**config.mk**
```make
export PLATFORM = sky130hd
export DESIGN_NAME = ccs_top
export DESIGN_NICKNAME = d
export VERILOG_FILES = /design/src/ccs_pkg.sv /design/src/ccs_sync.sv /design/src/ccs_stab_stage.sv /design/src/ccs_top.sv
export VERILOG_INCLUDE_DIRS = /design/src
export SDC_FILE = /design/constraint.sdc
export NUM_CORES = 1
export LEC_CHECK = 0
export ABC_AREA = 0
export BUFFER_PORTS_ARGS = -buffer_cell sky130_fd_sc_hd__clkbuf_2
export CAP_MARGIN = 25
export CORE_ASPECT_RATIO = 0.75
export CORE_MARGIN = 8
export CORE_UTILIZATION = 25
export DETAILED_ROUTE_END_ITERATION = 6
export PLACE_DENSITY = 0.45
export SLEW_MARGIN = 10
export SYNTH_ARGS = -nofsm -noshare
export SYNTH_HDL_FRONTEND = slang
export SYNTH_SLANG_ARGS = --single-unit
```
**constraint.sdc**
```tcl
create_clock -name mclk -period 3 [get_ports mclk]
set_clock_uncertainty 0.15 [all_clocks]
set_input_delay 0.45 -clock mclk [delete_from_list [all_inputs] [get_ports mclk]]
set_output_delay 0.45 -clock mclk [all_outputs]
set_load 0.05 [all_outputs]
```
**src/ccs_map.svh**
```systemverilog
// Summary of operation
// - On the internal oscillator clock the watchdog, the clock monitor and timer H1 on the internal_osc_freq/2^7 clock may run; general peripherals stop.
// - External-clock peripherals may also run on the internal oscillator clock, except timer 00 on external count edges.
// - On the subsystem clock the high-speed oscillator stops by the control bit, or in STOP while the main clock status is set; the stop bit has no effect.
// - With the external RC clock strapped there is no stabilization wait and the clock may switch at once.
// - Status bits are set one by one from the shortest interval as each elapses and stay at 1 until the oscillator stops.
`ifndef CCS_MAP_SVH
`define CCS_MAP_SVH

// Register offsets
`define CCS_A_PROC_CLK_CTRL   8'h00
`define CCS_A_MAIN_MODE       8'h01
`define CCS_A_MAIN_OSC_CTRL   8'h02
`define CCS_A_STAB_STATUS     8'h03
`define CCS_A_STAB_SELECT     8'h04
`define CCS_A_PERIPH_REQ      8'h05

// Field positions
`define CCS_B_OSC_CTRL        7
`define CCS_B_SRC_SEL         4
`define CCS_B_MAIN_SRC        0
`define CCS_B_MAIN_STS        1
`define CCS_B_HS_STOP         7
`define CCS_B_REQ_WDT         0
`define CCS_B_REQ_CLKMON      1
`define CCS_B_REQ_TMH1        2
`define CCS_B_REQ_TMH1_DIV    3
`define CCS_B_REQ_EXTCLK      4
`define CCS_B_REQ_TZZ         5
`define CCS_B_REQ_TZZ_EDGE    6
`define CCS_B_REQ_GENERAL     7

// Widths and reset values
`define CCS_NSTAGE            5
`define CCS_CNT_W             17
`define CCS_SEL_W             3
`define CCS_RST_BYTE          8'h00
`define CCS_RST_SEL           3'h5
`define CCS_SEL_MIN           3'h1
`define CCS_ZERO_BYTE         8'h00

`endif

```
**src/ccs_pkg.sv**
```systemverilog
package ccs_pkg;
    `include "ccs_map.svh"

    typedef logic [7:0]                ccs_byte_t;
    typedef logic [`CCS_CNT_W-1:0]     ccs_cnt_t;
    typedef logic [`CCS_NSTAGE-1:0]    ccs_stage_t;
    typedef logic [`CCS_SEL_W-1:0]     ccs_sel_t;

    // Gray along run -> stop -> wake
    typedef enum logic [1:0] {
        CCS_RUN  = 2'b00,
        CCS_STOP = 2'b01,
        CCS_WAKE = 2'b11
    } ccs_pwr_e;
endpackage

```
**src/ccs_sync.sv**
```systemverilog
`timescale 1ns/1ns
`default_nettype none
module ccs_sync
(
    // Clock and reset
    input  wire logic mclk,
    input  wire logic reset,
    // Level
    input  wire logic din,
    output var  logic dout
);
    logic meta_q;

    always_ff @(posedge mclk or posedge reset)
    begin
        if (reset)
        begin
            meta_q <= 1'b0;
            dout   <= 1'b0;
        end
        else
        begin
            meta_q <= din;
            dout   <= meta_q;
        end
    end
endmodule
`default_nettype wire

```
**src/ccs_stab_stage.sv**
```systemverilog
`timescale 1ns/1ns
`default_nettype none
module ccs_stab_stage
    import ccs_pkg::*;
#(
    parameter ccs_cnt_t THRESH = ccs_cnt_t'(2048)
)
(
    // Clock and reset
    input  wire logic     mclk,
    input  wire logic     reset,
    // Counter view
    input  wire logic     clear,
    input  wire logic     allow,
    input  wire ccs_cnt_t count,
    // Sticky status bit
    output var  logic     flag
);
    always_ff @(posedge mclk or posedge reset)
    begin
        if (reset)
            flag <= 1'b0;
        else if (clear)
            flag <= 1'b0;
        else if (allow && count >= THRESH)
            flag <= 1'b1;
    end
endmodule
`default_nettype wire

```
**src/ccs_top.sv**
```systemverilog
// Our own choices: the register offsets and the strobed register port.
`timescale 1ns/1ns
`default_nettype none
`include "ccs_map.svh"
module ccs_top
    import ccs_pkg::*;
#(
    parameter ccs_cnt_t STAB_T0 = ccs_cnt_t'(2048),
    parameter ccs_cnt_t STAB_T1 = ccs_cnt_t'(8192),
    parameter ccs_cnt_t STAB_T2 = ccs_cnt_t'(16384),
    parameter ccs_cnt_t STAB_T3 = ccs_cnt_t'(32768),
    parameter ccs_cnt_t STAB_T4 = ccs_cnt_t'(65536)
)
(
    // Clock and reset
    input  wire logic      mclk,
    input  wire logic      reset,
    // Register port
    input  wire ccs_byte_t addr,
    input  wire ccs_byte_t wdata,
    input  wire logic      wr,
    input  wire logic      rd,
    output var  ccs_byte_t rdata,
    // Strap pin
    input  wire logic      rc_mode_pin,
    // Standby control
    input  wire logic      stop_req,
    input  wire logic      stop_release,
    // Clock control
    output var  logic      hs_osc_stop,
    output var  logic      cpu_on_subsystem,
    output var  logic      cpu_on_hs_clock,
    output var  logic      in_stop,
    // Peripheral run enables
    output var  logic      wdt_run,
    output var  logic      clkmon_run,
    output var  logic      tmh1_run,
    output var  logic      extclk_periph_run,
    output var  logic      timer_zero_zero_run,
    output var  logic      general_periph_run
);
    ccs_byte_t  proc_clk_ctrl_q;
    logic       main_source_select_q;
    logic       main_clock_status_q;
    logic       hs_osc_stop_bit_q;
    ccs_sel_t   stab_time_select_q;
    ccs_byte_t  periph_req_q;
    ccs_pwr_e   pwr_q;
    logic       post_stop_q;
    ccs_cnt_t   cnt_q;
    ccs_stage_t stab_status_counter;
    ccs_stage_t allow;
    logic       rc_mode;
    logic       cpu_clock_source_sel;
    logic       main_osc_ctrl_bit;
    logic       osc_off;
    logic       cnt_clear;
    logic       limit_hit;
    logic       hs_stable;
    logic       on_internal;
    logic       wr_css;
    int unsigned sel_idx;

    assign cpu_clock_source_sel = proc_clk_ctrl_q[`CCS_B_SRC_SEL];
    assign main_osc_ctrl_bit    = proc_clk_ctrl_q[`CCS_B_OSC_CTRL];

    // Strap synchroniser
    ccs_sync u_rc_sync
    (
        .mclk  (mclk),
        .reset (reset),
        .din   (rc_mode_pin),
        .dout  (rc_mode)
    );

    // Selected interval index
    always_comb
    begin
        sel_idx = `CCS_NSTAGE - 1;
        if (stab_time_select_q >= `CCS_SEL_MIN && stab_time_select_q <= ccs_sel_t'(`CCS_NSTAGE))
            sel_idx = 32'(stab_time_select_q) - 32'(`CCS_SEL_MIN);
    end

    // Oscillator state
    always_comb
    begin
        if (cpu_clock_source_sel)
            osc_off = main_osc_ctrl_bit;
        else
            osc_off = hs_osc_stop_bit_q;
        if (pwr_q == CCS_STOP && main_clock_status_q)
            osc_off = 1'b1;
    end

    // Stage enables and limit
    always_comb
    begin
        for (int i = 0; i < `CCS_NSTAGE; i++)
            allow[i] = !post_stop_q || (i <= sel_idx);
        limit_hit = post_stop_q ? stab_status_counter[sel_idx]
                                : stab_status_counter[`CCS_NSTAGE-1];
    end

    assign cnt_clear = osc_off;
    assign hs_stable = !osc_off && (rc_mode || stab_status_counter[sel_idx]);
    assign wr_css    = wr && addr == `CCS_A_PROC_CLK_CTRL;

    // Interval stages
    ccs_stab_stage #(.THRESH(STAB_T0)) u_st0
    (
        .mclk  (mclk),
        .reset (reset),
        .clear (cnt_clear),
        .allow (allow[0]),
        .count (cnt_q),
        .flag  (stab_status_counter[0])
    );
    ccs_stab_stage #(.THRESH(STAB_T1)) u_st1
    (
        .mclk  (mclk),
        .reset (reset),
        .clear (cnt_clear),
        .allow (allow[1] && stab_status_counter[0]),
        .count (cnt_q),
        .flag  (stab_status_counter[1])
    );
    ccs_stab_stage #(.THRESH(STAB_T2)) u_st2
    (
        .mclk  (mclk),
        .reset (reset),
        .clear (cnt_clear),
        .allow (allow[2] && stab_status_counter[1]),
        .count (cnt_q),
        .flag  (stab_status_counter[2])
    );
    ccs_stab_stage #(.THRESH(STAB_T3)) u_st3
    (
        .mclk  (mclk),
        .reset (reset),
        .clear (cnt_clear),
        .allow (allow[3] && stab_status_counter[2]),
        .count (cnt_q),
        .flag  (stab_status_counter[3])
    );
    ccs_stab_stage #(.THRESH(STAB_T4)) u_st4
    (
        .mclk  (mclk),
        .reset (reset),
        .clear (cnt_clear),
        .allow (allow[4] && stab_status_counter[3]),
        .count (cnt_q),
        .flag  (stab_status_counter[4])
    );

    // Stabilization counter
    always_ff @(posedge mclk or posedge reset)
    begin
        if (reset)
            cnt_q <= '0;
        else if (cnt_clear)
            cnt_q <= '0;
        else if (!limit_hit)
            cnt_q <= cnt_q + ccs_cnt_t'(1);
    end

    // Standby sequencing
    always_ff @(posedge mclk or posedge reset)
    begin
        if (reset)
            pwr_q <= CCS_RUN;
        else
        begin
            case (pwr_q)
                CCS_RUN:
                    if (stop_req)
                        pwr_q <= CCS_STOP;
                CCS_STOP:
                    if (stop_release)
                        pwr_q <= CCS_WAKE;
                CCS_WAKE:
                    if (rc_mode || !main_clock_status_q || stab_status_counter[sel_idx])
                        pwr_q <= CCS_RUN;
                default:
                    pwr_q <= CCS_RUN;
            endcase
        end
    end

    // Release limit flag
    always_ff @(posedge mclk or posedge reset)
    begin
        if (reset)
            post_stop_q <= 1'b0;
        else if (pwr_q == CCS_STOP && stop_release)
            post_stop_q <= 1'b1;
    end

    // Processor clock control
    always_ff @(posedge mclk or posedge reset)
    begin
        if (reset)
            proc_clk_ctrl_q <= `CCS_RST_BYTE;
        else if (wr_css)
        begin
            proc_clk_ctrl_q <= wdata;
            if (cpu_clock_source_sel && !wdata[`CCS_B_SRC_SEL]
                && !(main_clock_status_q && main_source_select_q && hs_stable))
                proc_clk_ctrl_q[`CCS_B_SRC_SEL] <= 1'b1;
        end
    end

    // Main clock mode
    always_ff @(posedge mclk or posedge reset)
    begin
        if (reset)
            main_source_select_q <= 1'b0;
        else if (wr && addr == `CCS_A_MAIN_MODE)
            main_source_select_q <= wdata[`CCS_B_MAIN_SRC];
    end

    // Main clock status
    always_ff @(posedge mclk or posedge reset)
    begin
        if (reset)
            main_clock_status_q <= 1'b0;
        else if (!main_source_select_q)
            main_clock_status_q <= 1'b0;
        else if (hs_stable)
            main_clock_status_q <= 1'b1;
    end

    // High-speed oscillator stop bit
    always_ff @(posedge mclk or posedge reset)
    begin
        if (reset)
            hs_osc_stop_bit_q <= 1'b0;
        else if (wr && addr == `CCS_A_MAIN_OSC_CTRL)
        begin
            if (!wdata[`CCS_B_HS_STOP] || !main_clock_status_q)
                hs_osc_stop_bit_q <= wdata[`CCS_B_HS_STOP];
        end
    end

    // Stabilization select
    always_ff @(posedge mclk or posedge reset)
    begin
        if (reset)
            stab_time_select_q <= `CCS_RST_SEL;
        else if (wr && addr == `CCS_A_STAB_SELECT)
            stab_time_select_q <= wdata[`CCS_SEL_W-1:0];
    end

    // Peripheral requests
    always_ff @(posedge mclk or posedge reset)
    begin
        if (reset)
            periph_req_q <= `CCS_RST_BYTE;
        else if (wr && addr == `CCS_A_PERIPH_REQ)
            periph_req_q <= wdata;
    end

    // Read data
    always_ff @(posedge mclk or posedge reset)
    begin
        if (reset)
            rdata <= `CCS_ZERO_BYTE;
        else if (rd)
        begin
            case (addr)
                `CCS_A_PROC_CLK_CTRL:
                    rdata <= proc_clk_ctrl_q;
                `CCS_A_MAIN_MODE:
                begin
                    rdata                  <= `CCS_ZERO_BYTE;
                    rdata[`CCS_B_MAIN_SRC] <= main_source_select_q;
                    rdata[`CCS_B_MAIN_STS] <= main_clock_status_q;
                end
                `CCS_A_MAIN_OSC_CTRL:
                begin
                    rdata                 <= `CCS_ZERO_BYTE;
                    rdata[`CCS_B_HS_STOP] <= hs_osc_stop_bit_q;
                end
                `CCS_A_STAB_STATUS:
                    rdata <= 8'(stab_status_counter);
                `CCS_A_STAB_SELECT:
                    rdata <= 8'(stab_time_select_q);
                `CCS_A_PERIPH_REQ:
                    rdata <= periph_req_q;
                default:
                    rdata <= `CCS_ZERO_BYTE;
            endcase
        end
        else
            rdata <= `CCS_ZERO_BYTE;
    end

    // Clock status outputs
    always_ff @(posedge mclk or posedge reset)
    begin
        if (reset)
        begin
            hs_osc_stop      <= 1'b0;
            cpu_on_subsystem <= 1'b0;
            cpu_on_hs_clock  <= 1'b0;
            in_stop          <= 1'b0;
        end
        else
        begin
            hs_osc_stop      <= osc_off;
            cpu_on_subsystem <= cpu_clock_source_sel;
            cpu_on_hs_clock  <= main_clock_status_q && !cpu_clock_source_sel;
            in_stop          <= pwr_q == CCS_STOP;
        end
    end

    assign on_internal = !cpu_clock_source_sel && !main_clock_status_q;

    // Peripheral gating
    always_ff @(posedge mclk or posedge reset)
    begin
        if (reset)
        begin
            wdt_run            <= 1'b0;
            clkmon_run         <= 1'b0;
            tmh1_run           <= 1'b0;
            extclk_periph_run  <= 1'b0;
            timer_zero_zero_run <= 1'b0;
            general_periph_run <= 1'b0;
        end
        else
        begin
            wdt_run            <= periph_req_q[`CCS_B_REQ_WDT];
            clkmon_run         <= periph_req_q[`CCS_B_REQ_CLKMON];
            tmh1_run           <= periph_req_q[`CCS_B_REQ_TMH1]
                                  && (!on_internal || periph_req_q[`CCS_B_REQ_TMH1_DIV]);
            extclk_periph_run  <= periph_req_q[`CCS_B_REQ_EXTCLK];
            timer_zero_zero_run <= periph_req_q[`CCS_B_REQ_TZZ]
                                  && (!on_internal || !periph_req_q[`CCS_B_REQ_TZZ_EDGE]);
            general_periph_run <= periph_req_q[`CCS_B_REQ_GENERAL] && !on_internal;
        end
    end
endmodule
`default_nettype wire

```
Word-level counts from Yosys, hierarchy flattened
Cells that the tools add are included.
{ "word_totals": {"reg_bits": 67, "out_inout_bits": 18, "wordCells": 137} }
{ "op_classes": {"add_sub_neg": 2, "magnitude_cmp": 13, "n_eq_ne": 12, "n_mux": 27, "reduce_logical": 56} }
{ "ops": {"columns": ["op", "n"], "rows": [
  ["<= comparator 1 x 32 -> 1 bit (first input constant)", 2],
  ["<= comparator 2 x 32 -> 1 bit (first input constant)", 2],
  ["case mux 8 bit (6 select lines)", 1],
  ["two-way mux 17 bit", 2],
  ["<= comparator 3 x 32 -> 1 bit (first input constant)", 1],
  ["< comparator 32 x 4 -> 1 bit (second input constant)", 1],
  ["two-way mux 32 bit", 1],
  ["logical AND 1 bit", 27],
  ["adder 17 x 1 -> 17 bit (second input constant)", 1],
  ["greater-or-equal comparator 17 x 12 -> 1 bit (second input constant)", 1],
  ["greater-or-equal comparator 17 x 14 -> 1 bit (second input constant)", 1],
  ["greater-or-equal comparator 17 x 15 -> 1 bit (second input constant)", 1],
  ["greater-or-equal comparator 17 x 16 -> 1 bit (second input constant)", 1],
  ["greater-or-equal comparator 17 bit (second input constant)", 1],
  ["two-way mux 1 bit", 17],
  ["== test 8 x 2 -> 1 bit (second input constant)", 2],
  ["== test 8 x 3 -> 1 bit (second input constant)", 2],
  ["logical OR 1 bit", 11],
  ["nonzero test 2 bit", 5],
  ["zero test 1 bit", 9],
  ["== test 8 x 1 -> 1 bit (second input constant)", 1],
  ["zero test 8 bit", 1],
  ["two-way mux 8 bit", 1],
  ["inequality test 2 bit (second input constant)", 4],
  ["12 further kinds", 14]
]} }

Longest topological paths before layout
{ "depth": {"word_depth": 11, "depth_mapped": 11, "ltp_nobuf": 8} }

By module
From an unflattened synthesis, not the netlist that was laid out.
{ "hier_totals": {"hier_cells": 312, "area_unflattened_um2": 3159.3} }
{ "modules_own_cells": {"columns": ["module", "n_inst", "cells_per_inst", "area_per_inst_um2", "seq_area_each_um2"], "rows": [
  ["ccs_top", 1, 284, 2877.8, 1503.9],
  ["ccs_stab_stage at u_st0", 1, 6, 57.6, 25.0],
  ["ccs_sync", 1, 3, 53.8, 50.0],
  ["ccs_stab_stage at u_st1", 1, 5, 46.3, 25.0],
  ["ccs_stab_stage at u_st2", 1, 5, 43.8, 25.0],
  ["ccs_stab_stage at u_st3", 1, 5, 42.5, 25.0],
  ["ccs_stab_stage at u_st4", 1, 4, 37.5, 25.0]
]} }

Worst setup path before layout
Ideal clock, no wire load.
{ "synth_path": {"path_kind": "flip-flop to flip-flop", "start": "register stab_time_select_q[0]", "end": "register cnt_q[13]", "setup_time_ns": 0.078, "t_arrival_ns": 2.467, "t_required_ns": 2.772, "setup_slack_ns": 0.305, "stages_incl_launch_ff": 11, "path_cell_list": "dfstp_2 > clkbuf_1 > inv_1 > ha_1 > nand2_1 > a21boi_0 > o31ai_1 > a31oi_4 > buf_6 > or4_1 > a21oi_1"} }
{ "synth_between": {"elab_chain_cells": 7, "word_cells_on_any_way": 9} }
{ "synth_lines": {"columns": ["element", "line", "source"], "rows": [
  ["from (decl)", "ccs_top.sv:46", "ccs_sel_t stab_time_select_q;"],
  ["from (signal assigned)", "ccs_top.sv:248", "stab_time_select_q <= `CCS_RST_SEL;"],
  ["from (signal assigned)", "ccs_top.sv:250", "stab_time_select_q <= wdata[`CCS_SEL_W-1:0];"],
  ["greater-or-equal comparator 3 x 1 -> 1 bit (no line) or <= comparator 3 bit (tied branches)", null, null],
  ["logical AND 1 bit", "ccs_top.sv:80", "if (stab_time_select_q >= `CCS_SEL_MIN && stab_time_select_q <= ccs_sel_t'(`CCS_NSTAGE))"],
  ["two-way mux 32 bit *", "ccs_top.sv:80", null],
  ["binary-select mux 1 bit (select 3 bit) *", "ccs_top.sv:100", "limit_hit = post_stop_q ? stab_status_counter[sel_idx]"],
  ["two-way mux 1 bit (not written as such) *", "ccs_top.sv:100", null],
  ["two-way mux 1 bit *", "ccs_top.sv:100", null],
  ["inequality test 2 bit (no line) *", null, null],
  ["to (signal assigned)", "ccs_top.sv:163", "cnt_q <= cnt_q + ccs_cnt_t'(1);"],
  ["to (decl)", "ccs_top.sv:50", "ccs_cnt_t cnt_q;"]
]} }
Mark *: on every way between the ends. The rest lies on a longest branch, timed or not. The select of a mux whose other input is x is not followed.
A chain may end at the register's enable or synchronous reset.

Worst setup path in the final report
{ "layout_path": {"start": "register stab_time_select_q[0]", "end": "register cnt_q[15]"} }
Same word-level chain as after synthesis.

==> results.md <==
- Top_reg_cell synth: sky130_fd_sc_hd__dfrtp_1
- P_leak: 1.835 nW
- Routed wire length: 7711 µm
- Data required time at the worst endpoint: 3.11 ns
- Combinational family with the most area after synthesis: simple AND/OR/NAND/NOR gates
- Count of instances resized after the clock tree is built: 0
- Deepest level of the CTS H-tree: 3
- CTS tree: built
- Parity-gate share of the synthesized area counting xor and xnor cells: 0.2713%
- Post-synth ARST share: 100.0%
- Top Family by Delay on Critical Path: compound AO/OA/AOI/OAI gates
- Worst hold-check path type: in2async
- Die area: 16,840 µm²
- Clock root buffer: sky130_fd_sc_hd__clkbuf_16
- DR vias: 2,427
- Initial antenna violation count: 0
- Post-CTS Setup Bufs: 0
- Capture instance of the worst register-to-register path: cnt_q[15]
- Cts hold-fix bufs: 0
- Global Route Usage Sum: 9.731%
- Number of pins with negative max-slew slack in the final report: 0
- Cell area after placement: 3637 µm²
- Beginning of the critical path: stab_time_select_q[0]
- Tightest hold margin: 0.05610 ns
- Fraction of synthesized area in multiplexers: 8.837%
- Share of layout cells above drive strength 1: 30.64%
- Part of the Yosys area used for sequential elements: 52.02%
- Relative max-transition margin: 54.75%
- Number of synthesized register bits: 67
- Synth area leaders: sky130_fd_sc_hd__dfrtp_1 50%, sky130_fd_sc_hd__mux2_2 7.0%, sky130_fd_sc_hd__a21oi_1 3.1%
- Area fraction in and, or, nand and nor cells after synthesis: 18.49%
- Net count after synthesis: 322
- Buffers plus inverters on the worst setup path: 2
- Fraction of the mapped netlist area in adder cells: 1.550%
- Detailed Place HPWL: 5727 µm
- Cell Count, Final, Fillers Out: 517
- Number of enable flip-flop cells after synthesis: 0
- Count of yosys warnings during synthesis: 0
- Logic depth of the worst path, buffers included: 9
- Endpoint arrival time on the critical path: 2.85 ns
- Starting utilization of the core area: 25.23%
- Per-cell via count in the routed design: 4.694
- Worst-Skew Late Latency: 0.33 ns
- Max-cap violations: 0
- Number of remaining DRC errors: 0
- Antenna Cells: 0
- Biggest area consumer among synthesized cells: sky130_fd_sc_hd__dfrtp_1
- Register-to-register setup slack: 0.25 ns
- Setup-failing EPs final: 0
- Largest net degree at the start of global routing: 31
- Pwr dens: 647.5 nW/µm²
- Summed instance area of the synthesized netlist: 3228 µm²
- Peak supply drop: 0.2912 mV
- Floorplan Core Area: 12,790 µm²
- Startpoint class of the critical path: register
- Core Rows: 36
- Aggregate negative setup slack: 0 ns
- Stage delay of the slowest cell on the critical path: 0.62 ns
- Violation count after the first detailed-routing iteration: 157
- Worst-margin pin slew: 0.6778 ns
- Net total in the final layout: 369
- Remaining antenna violation count after routing: 0
- Max Buffers Root-to-Sink: 2
- Slowest cell on the critical path: sky130_fd_sc_hd__dfstp_2
- Ports: 41
- Global-route congestion overflow total: 0
- Clock Sink Count: 67
- Cells traversed along the worst timing path: inv_1, ha_1, nand2_1, a21boi_0, o31ai_1, a31oi_4, buf_4, or4_1, a21oi_1
- Syn Inst Count: 295
- Routed wire length per instance: 14.91 µm
- Clock-pin slew reported for the worst setup and hold paths after clock tree synthesis: 0.05 ns
- Die width: 147.2 µm
- Result of the run: completed
- Critical path start-end classification: reg2reg
- Global-route wire length before repair: 12,900 µm
- Final cell area excluding filler cells: 3988 µm²
- Final Hold Violating Endpoints: 0
- Post-synthesis area per instance: 10.94 µm²
- Post-route minimum period: 2.749 ns
- TritonCTS buffer count: 9
- CP Capture Type: register
- Area added between synthesis and finish: 23.53%
- Post-synthesis cell type count: 55
- Max FO, Critical Path: 29
- DR pass1 iterations: 4
- Compound-cell area share of the yosys netlist: 14.69%
- Critical register-to-register path startpoint: stab_time_select_q[0]
- Die height: 114.4 µm
- Last element of the critical path: cnt_q[15]
- Inst Count DP: 502
- RD Place Congestion: 0.7377
- Number of global-route vias before repair: 2,400
- Max Clk Rate: 363.7 MHz
- Port-buffer cells: 40
- Fraction of the cycle the final worst path needs: 91.64%
- Unrepaired setup endpoints after global routing: no
- R2R cell count: 9
- Post-synth top area share: 50.39%
[cells in the mapped netlist, types with 2 or more instances]
master                     number
sky130_fd_sc_hd__a21boi_0       2
sky130_fd_sc_hd__o21ai_0       11
sky130_fd_sc_hd__dfrtp_1       65
sky130_fd_sc_hd__o22a_1         2
sky130_fd_sc_hd__o31ai_1        6
sky130_fd_sc_hd__buf_2          2
sky130_fd_sc_hd__or3_1          7
sky130_fd_sc_hd__mux2_2        20
sky130_fd_sc_hd__dfstp_2        2
sky130_fd_sc_hd__a21oi_1       20
sky130_fd_sc_hd__a22o_1         3
sky130_fd_sc_hd__nor2b_1        5
sky130_fd_sc_hd__or3_2          6
sky130_fd_sc_hd__nand2_1       16
sky130_fd_sc_hd__mux2i_1        6
sky130_fd_sc_hd__a221oi_1       2
sky130_fd_sc_hd__a22oi_1        5
sky130_fd_sc_hd__clkbuf_1       6
sky130_fd_sc_hd__buf_6          5
sky130_fd_sc_hd__a31oi_1        4
sky130_fd_sc_hd__nand4_1        4
sky130_fd_sc_hd__nor2_1        25
sky130_fd_sc_hd__nand3_1       10
sky130_fd_sc_hd__inv_1         11
sky130_fd_sc_hd__and3_1         5
sky130_fd_sc_hd__and2_1         4
sky130_fd_sc_hd__or2_2          3
sky130_fd_sc_hd__or4_1          5
sky130_fd_sc_hd__ha_1           4
sky130_fd_sc_hd__o21ai_1        3
sky130_fd_sc_hd__nor3_4         2
[worst min-delay path by stage]
stage                          start                to  slack, ns  cells past startpoint
global placement    u_rc_sync.meta_q    u_rc_sync.dout       0.19                      0
floorplan           u_rc_sync.meta_q    u_rc_sync.dout       0.18                      0
finish                         reset          cnt_q[9]       0.06                      2
detailed placement  u_rc_sync.meta_q    u_rc_sync.dout       0.20                      0
CTS                      rc_mode_pin  u_rc_sync.meta_q       0.07                      1
global route             rc_mode_pin  u_rc_sync.meta_q       0.07                      1
[cells by family after synthesis]
family,Yosys count
AO/OA/AOI/OAI,69
multiplexers,26
AND/OR/NAND/NOR,103
XOR/XNOR,1
buffers and inverters,25
adder cells (fa/ha/maj),4
flip-flops,67
[report_power, final]
| group | leakage (nW) | total [mW] | internal [mW] | switching (mW) |
|---|---|---|---|---|
| Clock | 0.168 | 1.22 | 0.852 | 0.372 |
| Combinational | 0.768 | 0.324 | 0.119 | 0.205 |
| Sequential | 0.898 | 1.03 | 0.978 | 0.0564 |
[routing by layer]
layer | GRT usage [%] | part of all wire [%] | up-vias
li1 | - | - | 1168
met1 | 13.71 | 51 | 1205
met2 | 13.14 | 42 | 47
met3 | 3.278 | 5.6 | 7
met4 | 4.065 | 1.6 | 0
met5 | 0 | 0 | -
[final cells by class]
cell class	instances	area (µm²)
sequential	67	1679
timing repair buffer	50	287.8
multi-input combinational	203	1415
tap	171	214.0
inverter	11	41.29
clock inverter	4	97.59
fill	1325	8805
clock buffer	11	252.7
[placed cells by master (no fill, tap or decap), types with 2 or more instances in the layout]
master                       n
sky130_fd_sc_hd__nor2_1     25
sky130_fd_sc_hd__o21ai_0    11
sky130_fd_sc_hd__or3_1       7
sky130_fd_sc_hd__ha_1        4
sky130_fd_sc_hd__and3_1      5
sky130_fd_sc_hd__inv_1      10
sky130_fd_sc_hd__bufinv_16   3
sky130_fd_sc_hd__o21ai_1     3
sky130_fd_sc_hd__o22a_1      2
sky130_fd_sc_hd__dfrtp_1    65
sky130_fd_sc_hd__or3_2       6
sky130_fd_sc_hd__clkbuf_16   9
sky130_fd_sc_hd__or2_2       3
sky130_fd_sc_hd__clkbuf_8    2
sky130_fd_sc_hd__buf_4       9
sky130_fd_sc_hd__mux2_2     20
sky130_fd_sc_hd__nand2_1    16
sky130_fd_sc_hd__a31oi_1     4
sky130_fd_sc_hd__nor3_4      2
sky130_fd_sc_hd__nand3_1    10
sky130_fd_sc_hd__or4_1       5
sky130_fd_sc_hd__dfstp_2     2
sky130_fd_sc_hd__a21boi_0    2
sky130_fd_sc_hd__nor2b_1     5
sky130_fd_sc_hd__a221oi_1    2
sky130_fd_sc_hd__and2_1      4
sky130_fd_sc_hd__mux2i_1     6
sky130_fd_sc_hd__o31ai_1     6
sky130_fd_sc_hd__nand4_1     4
sky130_fd_sc_hd__a22oi_1     5
sky130_fd_sc_hd__a22o_1      3
sky130_fd_sc_hd__clkbuf_2   40
sky130_fd_sc_hd__a21oi_1    20
[state kept, by name, indices dropped and copies added (netlist names), 2 cells and up]
name and cells:
cnt_q 17, periph_req_q 8, pwr_q 2, stab_time_select_q 3
rdata 8, proc_clk_ctrl_q 8
[metrics by stage]
step | utilization, % | setup WS (ns) | total power, mW
2_1_floorplan | - | 0.3049 | 1.280
3_3_place_gp | 28.43 | 0.3301 | 1.372
3_5_place_dp | 28.43 | 0.2535 | 1.381
4_1_cts | 31.17 | 0.2522 | 2.629
5_1_grt | 31.17 | 0.07145 | 2.722
6_report | 31.17 | 0.2508 | 2.582
[worst register-to-register path, cell delays in order (launching register included)]
cell                       delay, ns
sky130_fd_sc_hd__dfstp_2        0.62
sky130_fd_sc_hd__inv_1          0.06
sky130_fd_sc_hd__ha_1           0.34
sky130_fd_sc_hd__nand2_1        0.10
sky130_fd_sc_hd__a21boi_0       0.11
sky130_fd_sc_hd__o31ai_1        0.35
sky130_fd_sc_hd__a31oi_4        0.04
sky130_fd_sc_hd__buf_4          0.23
sky130_fd_sc_hd__or4_1          0.53
sky130_fd_sc_hd__a21oi_1        0.16
Power figures use the tool's default switching activity.
